<file path="config.mk">
export PLATFORM = sky130hd
export DESIGN_NAME = ptp_programmer
export DESIGN_NICKNAME = d
export VERILOG_FILES = /design/src/shared/ptp_pkg.sv /design/src/core/ptp_programmer.sv /design/src/core/ptp_pulse_gen.sv
export VERILOG_INCLUDE_DIRS = /design/src /design/src/shared
export SDC_FILE = /design/constraint.sdc
export NUM_CORES = 1
export LEC_CHECK = 0
export BUFFER_PORTS_ARGS = -buffer_cell sky130_fd_sc_hd__buf_2
export CAP_MARGIN = 20
export CORE_MARGIN = 5
export CORE_UTILIZATION = 45
export CTS_BUF_LIST = sky130_fd_sc_hd__clkbuf_2 sky130_fd_sc_hd__clkbuf_4 sky130_fd_sc_hd__clkbuf_8
export DETAILED_ROUTE_END_ITERATION = 6
export PLACE_DENSITY = 0.76
export SLEW_MARGIN = 20
export SYNTH_ARGS = -nofsm -noshare
export SYNTH_HDL_FRONTEND = slang
export SYNTH_SLANG_ARGS = --single-unit
</file>
<file path="constraint.sdc">
create_clock -name sys_clk -period 3.9 [get_ports sys_clk]
set_input_delay 0.39 -clock sys_clk [delete_from_list [all_inputs] [get_ports sys_clk]]
set_output_delay 0.39 -clock sys_clk [all_outputs]
set_load 0.005 [all_outputs]
</file>
<file path="src/shared/ptp_cfg.svh">
/*
 * timing counts and word layout constants for the trim port programmer.
 * assumes a 40 MHz sys_clk; included by the design files by bare name.
 */
`ifndef PTP_CFG_SVH
`define PTP_CFG_SVH

// ----------------------------------------------------------------
// clock
// ----------------------------------------------------------------
`define PTP_CLK_MHZ 40

// ----------------------------------------------------------------
// pulse timing, times in ns
// ----------------------------------------------------------------
`define PTP_ZERO_PULSE_NS 1000
`define PTP_ONE_PULSE_NS 50000
`define PTP_GAP_NS 10000
`define PTP_FUSE_BURN_NS 1000000
// zero pulse must stay under its maximum: round down
`define PTP_ZERO_CYC ((`PTP_ZERO_PULSE_NS * `PTP_CLK_MHZ) / 1000)
// one pulse and gap are minimum times: round up
`define PTP_ONE_CYC ((`PTP_ONE_PULSE_NS * `PTP_CLK_MHZ + 999) / 1000)
`define PTP_GAP_CYC ((`PTP_GAP_NS * `PTP_CLK_MHZ + 999) / 1000)
`define PTP_FUSE_CYC ((`PTP_FUSE_BURN_NS * `PTP_CLK_MHZ + 999) / 1000)

// ----------------------------------------------------------------
// 38-bit word, bit 37 goes out first
// ----------------------------------------------------------------
`define PTP_WORD_BITS 38
`define PTP_START_PAT 12'h801
`define PTP_END_PAT 12'h7fe
`define PTP_FILLER 2'h2
`define PTP_START_MSB 37
`define PTP_START_LSB 26
`define PTP_FILL_MSB 21
`define PTP_FILL_LSB 20
`define PTP_VAL_MSB 19
`define PTP_VAL_LSB 12
`define PTP_END_MSB 11
`define PTP_READ_BITS 8

`endif

</file>
<file path="src/shared/ptp_pkg.sv">
/*
 * types shared by the trim port programmer files.
 * assumes nothing beyond a SystemVerilog compiler.
 */
package ptp_pkg;

  // ----------------------------------------------------------------
  // function field codes
  // ----------------------------------------------------------------
  typedef enum logic [1:0] {
    PTP_FN_SENSE = 2'h0,
    PTP_FN_TRIAL = 2'h1,
    PTP_FN_BURN = 2'h2,
    PTP_FN_READ = 2'h3
  } ptp_func_e;

  // ----------------------------------------------------------------
  // parameter field codes
  // ----------------------------------------------------------------
  typedef enum logic [1:0] {
    PTP_PAR_GAIN2 = 2'h0,
    PTP_PAR_GAIN1 = 2'h1,
    PTP_PAR_OFFSET = 2'h2,
    PTP_PAR_MISC = 2'h3
  } ptp_param_e;

  typedef logic [15:0] ptp_cnt_t;

endpackage
</file>
<file path="src/core/ptp_programmer.sv">
/*
 * programmer for a single-wire pulse-width trim port: builds the 38-bit
 * word from a user command, sends it, waits out fuse burns, reads back.
 * assumes readback_output comes from the device pin (asynchronous).
 */
`include "ptp_cfg.svh"

module ptp_programmer
  import ptp_pkg::*;
#(
  parameter int FUSE_WAIT_CYC = `PTP_FUSE_CYC,
  parameter int ZERO_CYC = `PTP_ZERO_CYC,
  parameter int ONE_CYC = `PTP_ONE_CYC,
  parameter int GAP_CYC = `PTP_GAP_CYC
) (
  input wire logic sys_clk,
  input wire logic rst_n,
  input wire logic cmd_valid,
  input wire logic [1:0] cmd_func,
  input wire logic [1:0] cmd_param,
  input wire logic [7:0] cmd_value,
  output logic cmd_ready_q,
  output logic cmd_done_q,
  output logic cmd_error_q,
  output logic [7:0] read_data_q,
  output logic serial_program_input,
  input wire logic readback_output
);

  typedef enum logic [2:0] {
    ST_IDLE, ST_SEND, ST_FUSE, ST_RB_SAMPLE, ST_RB_PULSE, ST_RB_WAIT
  } ptp_state_e;

  ptp_state_e state_q;
  logic [`PTP_WORD_BITS-1:0] word_q;
  logic [5:0] bit_cnt_q;
  logic [3:0] rb_cnt_q;
  ptp_cnt_t wait_q;
  ptp_func_e func_q;
  logic rb_meta_q;
  logic rb_sync_q;
  logic tx_ready;
  logic tx_valid;
  logic tx_bit;

  function automatic logic one_hot8(input logic [7:0] v);
    return $onehot(v);
  endfunction

  // ----------------------------------------------------------------
  // readback pin synchroniser
  // ----------------------------------------------------------------
  always_ff @(posedge sys_clk) begin
    if (!rst_n) begin
      rb_meta_q <= 1'b0;
      rb_sync_q <= 1'b0;
    end else begin
      rb_meta_q <= readback_output;
      rb_sync_q <= rb_meta_q;
    end
  end

  // ----------------------------------------------------------------
  // bit sender
  // ----------------------------------------------------------------
  assign tx_valid = tx_ready && ((state_q == ST_SEND &&
                    bit_cnt_q != 6'(`PTP_WORD_BITS)) ||
                    state_q == ST_RB_PULSE);
  // readback clocking pulses are short ones
  assign tx_bit = (state_q == ST_SEND) ? word_q[`PTP_WORD_BITS-1] : 1'b0;

  ptp_pulse_gen #(
    .ZERO_CYC(ZERO_CYC),
    .ONE_CYC(ONE_CYC),
    .GAP_CYC(GAP_CYC)
  ) u_pulse (
    .sys_clk(sys_clk),
    .rst_n(rst_n),
    .bit_valid(tx_valid),
    .bit_value(tx_bit),
    .bit_ready(tx_ready),
    .pin_q(serial_program_input)
  );

  // ----------------------------------------------------------------
  // command sequencer
  // ----------------------------------------------------------------
  always_ff @(posedge sys_clk) begin
    if (!rst_n) begin
      state_q <= ST_IDLE;
      word_q <= '0;
      bit_cnt_q <= 6'h00;
      rb_cnt_q <= 4'h0;
      wait_q <= 16'h0000;
      func_q <= PTP_FN_SENSE;
      cmd_ready_q <= 1'b0;
      cmd_done_q <= 1'b0;
      cmd_error_q <= 1'b0;
      read_data_q <= 8'h00;
    end else begin
      cmd_done_q <= 1'b0;
      cmd_error_q <= 1'b0;
      case (state_q)
        ST_IDLE: begin
          cmd_ready_q <= 1'b1;
          if (cmd_valid && cmd_ready_q) begin
            cmd_ready_q <= 1'b0;
            if (cmd_func == PTP_FN_BURN && !one_hot8(cmd_value)) begin
              cmd_error_q <= 1'b1;
            end else begin
              state_q <= ST_SEND;
              func_q <= ptp_func_e'(cmd_func);
              bit_cnt_q <= 6'h00;
              word_q <= {`PTP_START_PAT,
                         cmd_func, cmd_param,
                         `PTP_FILLER,
                         cmd_value,
                         `PTP_END_PAT};
            end
          end
        end
        ST_SEND: begin
          if (tx_valid) begin
            word_q <= {word_q[`PTP_WORD_BITS-2:0], 1'b0};
            bit_cnt_q <= bit_cnt_q + 6'h01;
          end else if (tx_ready) begin
            // last bit and its gap are done
            if (func_q == PTP_FN_BURN) begin
              state_q <= ST_FUSE;
              wait_q <= ptp_cnt_t'(FUSE_WAIT_CYC - 1);
            end else if (func_q == PTP_FN_READ) begin
              state_q <= ST_RB_SAMPLE;
              rb_cnt_q <= 4'h0;
            end else begin
              state_q <= ST_IDLE;
              cmd_done_q <= 1'b1;
            end
          end
        end
        ST_FUSE: begin
          if (wait_q == 16'h0000) begin
            state_q <= ST_IDLE;
            cmd_done_q <= 1'b1;
          end else begin
            wait_q <= wait_q - 16'h0001;
          end
        end
        ST_RB_SAMPLE: begin
          read_data_q <= {read_data_q[6:0], rb_sync_q};
          state_q <= ST_RB_PULSE;
        end
        ST_RB_PULSE: begin
          if (tx_valid) begin
            rb_cnt_q <= rb_cnt_q + 4'h1;
            state_q <= ST_RB_WAIT;
          end
        end
        ST_RB_WAIT: begin
          if (tx_ready) begin
            // eighth pulse ends readback on the device
            if (rb_cnt_q == 4'(`PTP_READ_BITS)) begin
              state_q <= ST_IDLE;
              cmd_done_q <= 1'b1;
            end else begin
              state_q <= ST_RB_SAMPLE;
            end
          end
        end
        default: begin
          state_q <= ST_IDLE;
        end
      endcase
    end
  end

  // ----------------------------------------------------------------
  // word and sequence checks
  // ----------------------------------------------------------------
  a_word_start: assert property (@(posedge sys_clk) disable iff (!rst_n)
    state_q == ST_SEND && bit_cnt_q == 6'h00 |->
    word_q[`PTP_START_MSB:`PTP_START_LSB] == `PTP_START_PAT)
    else $error("start pattern missing");

  a_word_end: assert property (@(posedge sys_clk) disable iff (!rst_n)
    state_q == ST_SEND && bit_cnt_q == 6'h00 |->
    word_q[`PTP_END_MSB:0] == `PTP_END_PAT)
    else $error("end pattern missing");

  a_word_filler: assert property (@(posedge sys_clk) disable iff (!rst_n)
    state_q == ST_SEND && bit_cnt_q == 6'h00 |->
    word_q[`PTP_FILL_MSB:`PTP_FILL_LSB] == `PTP_FILLER)
    else $error("filler field wrong");

  a_word_length: assert property (@(posedge sys_clk) disable iff (!rst_n)
    $fell(state_q == ST_SEND) |->
    $past(bit_cnt_q) == 6'(`PTP_WORD_BITS))
    else $error("word not 38 bits");

  a_msb_first: assert property (@(posedge sys_clk) disable iff (!rst_n)
    state_q == ST_SEND && tx_valid |=> word_q[`PTP_WORD_BITS-1] ==
    $past(word_q[`PTP_WORD_BITS-2]))
    else $error("bit order wrong");

  a_burn_onehot: assert property (@(posedge sys_clk) disable iff (!rst_n)
    state_q == ST_SEND && bit_cnt_q == 6'h00 && func_q == PTP_FN_BURN |->
    $onehot(word_q[`PTP_VAL_MSB:`PTP_VAL_LSB]))
    else $error("burn word not one-hot");

  a_read_pulses: assert property (@(posedge sys_clk) disable iff (!rst_n)
    $past(state_q) == ST_RB_WAIT && state_q == ST_IDLE |->
    $past(rb_cnt_q) == 4'(`PTP_READ_BITS) && cmd_done_q)
    else $error("readback pulse count wrong");

endmodule // ptp_programmer

</file>
<file path="src/core/ptp_pulse_gen.sv">
/*
 * pulse-width bit sender: one high pulse per bit, then a low gap.
 * assumes the caller offers bit_valid only while bit_ready is high.
 */
`include "ptp_cfg.svh"

module ptp_pulse_gen
  import ptp_pkg::*;
#(
  parameter int ZERO_CYC = `PTP_ZERO_CYC,
  parameter int ONE_CYC = `PTP_ONE_CYC,
  parameter int GAP_CYC = `PTP_GAP_CYC
) (
  input wire logic sys_clk,
  input wire logic rst_n,
  input wire logic bit_valid,
  input wire logic bit_value,
  output logic bit_ready,
  output logic pin_q
);

  typedef enum logic [1:0] {PG_IDLE, PG_HIGH, PG_LOW} ptp_pg_state_e;

  ptp_pg_state_e state_q;
  ptp_cnt_t cnt_q;
  logic bit_q;

  assign bit_ready = (state_q == PG_IDLE);

  // ----------------------------------------------------------------
  // pulse sequencer
  // ----------------------------------------------------------------
  always_ff @(posedge sys_clk) begin
    if (!rst_n) begin
      state_q <= PG_IDLE;
      cnt_q <= 16'h0000;
      pin_q <= 1'b0;
      bit_q <= 1'b0;
    end else begin
      case (state_q)
        PG_IDLE: begin
          if (bit_valid) begin
            state_q <= PG_HIGH;
            pin_q <= 1'b1;
            bit_q <= bit_value;
            // short pulse for 0, long pulse for 1
            cnt_q <= bit_value ? ptp_cnt_t'(ONE_CYC - 1)
                               : ptp_cnt_t'(ZERO_CYC - 1);
          end
        end
        PG_HIGH: begin
          if (cnt_q == 16'h0000) begin
            state_q <= PG_LOW;
            pin_q <= 1'b0;
            cnt_q <= ptp_cnt_t'(GAP_CYC - 1);
          end else begin
            cnt_q <= cnt_q - 16'h0001;
          end
        end
        PG_LOW: begin
          if (cnt_q == 16'h0000) begin
            state_q <= PG_IDLE;
          end else begin
            cnt_q <= cnt_q - 16'h0001;
          end
        end
        default: begin
          state_q <= PG_IDLE;
          pin_q <= 1'b0;
        end
      endcase
    end
  end

  // ----------------------------------------------------------------
  // checks on the pin waveform
  // ----------------------------------------------------------------
  ptp_cnt_t hi_len_q;
  ptp_cnt_t lo_len_q;

  always_ff @(posedge sys_clk) begin
    if (!rst_n) begin
      hi_len_q <= 16'h0000;
      lo_len_q <= 16'hffff;
    end else begin
      hi_len_q <= pin_q ? hi_len_q + 16'h0001 : 16'h0000;
      if (pin_q) begin
        lo_len_q <= 16'h0000;
      end else if (lo_len_q != 16'hffff) begin
        lo_len_q <= lo_len_q + 16'h0001;
      end
    end
  end

  a_zero_width: assert property (@(posedge sys_clk) disable iff (!rst_n)
    $fell(pin_q) && !bit_q |-> hi_len_q == ptp_cnt_t'(ZERO_CYC))
    else $error("zero pulse width wrong");

  a_one_width: assert property (@(posedge sys_clk) disable iff (!rst_n)
    $fell(pin_q) && bit_q |-> hi_len_q == ptp_cnt_t'(ONE_CYC))
    else $error("one pulse width wrong");

  a_gap_width: assert property (@(posedge sys_clk) disable iff (!rst_n)
    $rose(pin_q) |-> lo_len_q >= ptp_cnt_t'(GAP_CYC))
    else $error("gap between pulses too short");

endmodule // ptp_pulse_gen

</file>
==> run metrics <==
Min-Delay Path Depth 2; TNS Setup 0 ns; asr flop ratio synth 0%; share of layout cells above drive strength 1 11.4%; crit path kind input port to register; Synth area leader dfxtp_1; fill cell count around 1,000; # DRC 0; most common library cells after synthesis dfxtp_1, nor2_1, nand2_1; gr usage total between 15 and 20%; Distinct cells, synth 56; worst skew pair latency about 0.38 ns; antenna cells 0; Worst Setup End Kind register; initial antenna violation count 0; final max-slew violation count 0; final setup skew 0.0111 ns; total CTS buffers 9; Least-Margin Pin Slew around 0.97 ns; largest cells by area after synthesis dfxtp_1, nor2_1, a21oi_1; H-tree level count 3; cts hold-fix bufs 0; worst reg2reg path depth 8; die width about 110 um; outcome finished, final reports clean; Critical Path Source Type input port; largest net degree at the start of global routing 40; r2r setup slk 1.20 ns; worst r2r dst u_pulse.cnt_q[3]; worst hold endpoint rb_meta_q; Slew HR a little over a third; Synth top area share about two fifths; Reg2Reg Launch Point u_pulse.cnt_q[0]; DRT Wirelength about 10,000 um; CTS root buf clkbuf_8; Avg Inst Size Synth around 8.4 sq um; Starting Density around 46%; DRT antenna net count 0; most frequent cell after synthesis dfxtp_1; drt pass-1 iters 4; total area of sequential cells between 2000 and 2500 sq um; GP Congestion around 0.86; WL per Instance about 14 um; final setup fails 0; Clock transition at path regs ~0.10 ns; hold_ws around 0.21 ns; Cell Pwr Density around 550 nW/um^2; number of global-route vias before repair 3,884; CTS resizes 0; crit path time final between 3 and 4 ns; initial drt markers ~180; CP arrival approximately 4 ns; Hold WC Path Type input port to register; maximum VDD drop about 0.29 mV; Syn Nets 609; fin nets ~630; vias slightly above 4,000; yosys warns 0; # Post-CTS Setup Buffers 0; unrepaired setup endpoints after global routing false; CP max FO 39; Via density approximately 5.5; clk buf depth 2; Yosys reg bits 100; Pleak roughly 2.1 nW; io pins 28; Syn-to-layout area delta 9.30%; final worst-path cycle share 93.0%; DIE AREA around 13,000 sq um; Final Hold Viols 0; Final HPWL DP between 7000 and 8000 um; Sink Count 100; register area share after synthesis 41.5%; mapped cell area between 4000 and 5000 sq um; first-pass GRT wire length between 15,000 and 20,000 um; core footprint approximately 10,000 sq um; CTS tree built; gr ovfl total 0; Port Buffer Count 27; Post-synth top flop dfxtp_1; number of synthesized flops with an enable pin 0; area of the multi-input gates roughly 2600 sq um; WP data required 4.18 ns; fmax between 200 and 300 MHz; Max-Cap Viols 0; Hold Path Origin readback_output; die extent in y 114 um; Gate Count Post-Synth 576; Site Rows 37
## placed cells by master, fill, tap and decap left out, types with 5 or more instances in the layout
cell / n
a211oi_1: 7
a21oi_1: 53
a311oi_1: 13
and2_1: 6
buf_2: 27
buf_4: 7
clkbuf_8: 9
dfxtp_1: 100
ha_1: 13
inv_1: 26
mux2i_1: 17
nand2_1: 61
nand3_1: 17
nand3b_1: 5
nand4_1: 6
nor2_1: 83
nor2b_1: 8
nor3_1: 11
o21ai_0: 31
o22ai_1: 6
or3_1: 6
or4_1: 5
xnor2_1: 14
xor2_1: 12
## critical path, cell delays in order
cell and delay, ns:
buf_2 0.09, inv_1 0.05, fa_1 0.56, fa_1 0.43
fa_1 0.44, inv_1 0.07, ha_1 0.15, inv_1 0.05
fa_1 0.38, nor2b_1 0.14, a31o_2 0.23, a311oi_4 0.34
o21ai_4 0.13, buf_12 0.19, o21ai_0 0.19, a21oi_1 0.06
## kinds of logic after synthesis
| kind of cell | synth area share, % |
|---|---|
| flip-flops | 41.5 |
| adder cells (fa/ha/maj) | 5.03 |
| buffers and inverters | 4.61 |
| AO/OA/AOI/OAI | 17.7 |
| XOR/XNOR | 4.72 |
| AND/OR/NAND/NOR | 23.0 |
| multiplexers | 3.52 |
## routing by layer
layer / GRT usage [%] / up-vias / wire length, um
li1: - / 2033 / -
met1: 19.1 / 1906 / 4540
met2: 28.2 / 83 / 5010
met3: 3.55 / 20 / 422
met4: 6.17 / 0 / 228
met5: 0 / - / 0
## worst max path at each step
| stage | from | endpoint | depth (start not counted) |
|---|---|---|---|
| after floorplan | cmd_value[0] | word_q[2] | 16 |
| after global placement | cmd_value[0] | word_q[2] | 16 |
| after detailed placement | cmd_value[0] | word_q[7] | 16 |
| after CTS | cmd_value[0] | word_q[10] | 16 |
| after global routing | cmd_value[0] | word_q[25] | 15 |
| final | cmd_value[0] | word_q[10] | 16 |
## registers in the layout, indices dropped and copies added (netlist names)
signal           flops
bit_cnt_q            6
cmd_done_q           1
cmd_error_q          1
cmd_ready_q          1
func_q               2
rb_cnt_q             4
rb_meta_q            1
rb_sync_q            1
read_data_q          8
state_q              3
u_pulse.cnt_q       16
u_pulse.pin_q        1
u_pulse.state_q      2
wait_q              16
word_q              37
## power by group
part	switching [mW]	internal, mW	total, mW
clock network	0.376	0.235	0.611
registers	0.101	1.14	1.24
logic	0.640	0.388	1.03
## cell type report
type                            instances  share of cell area [%]
Clock buffer                            9                    2.35
Clock inverter                          6                   0.877
Inverter                               27                    1.92
Multi-Input combinational cell        420                    49.8
Sequential cell                       100                    37.9
Tap cell                              136                    3.22
Timing Repair Buffer                   35                    3.93
## per-stage QoR
stage	instances	instance area (sq um)	util, %	power, mW	setup WS (ns)
6_report	733	5280	50.7	2.88	0.274
5_1_grt	733	5280	50.7	3.06	0.0743
4_1_cts	733	5280	50.7	2.88	0.266
3_5_place_dp	718	5110	49.0	2.27	-0.133
3_3_place_gp	718	5110	49.0	2.23	0.0375
2_1_floorplan	576	4840	-	2.05	0.0493
Note: power is estimated with default switching activity, not from simulation.
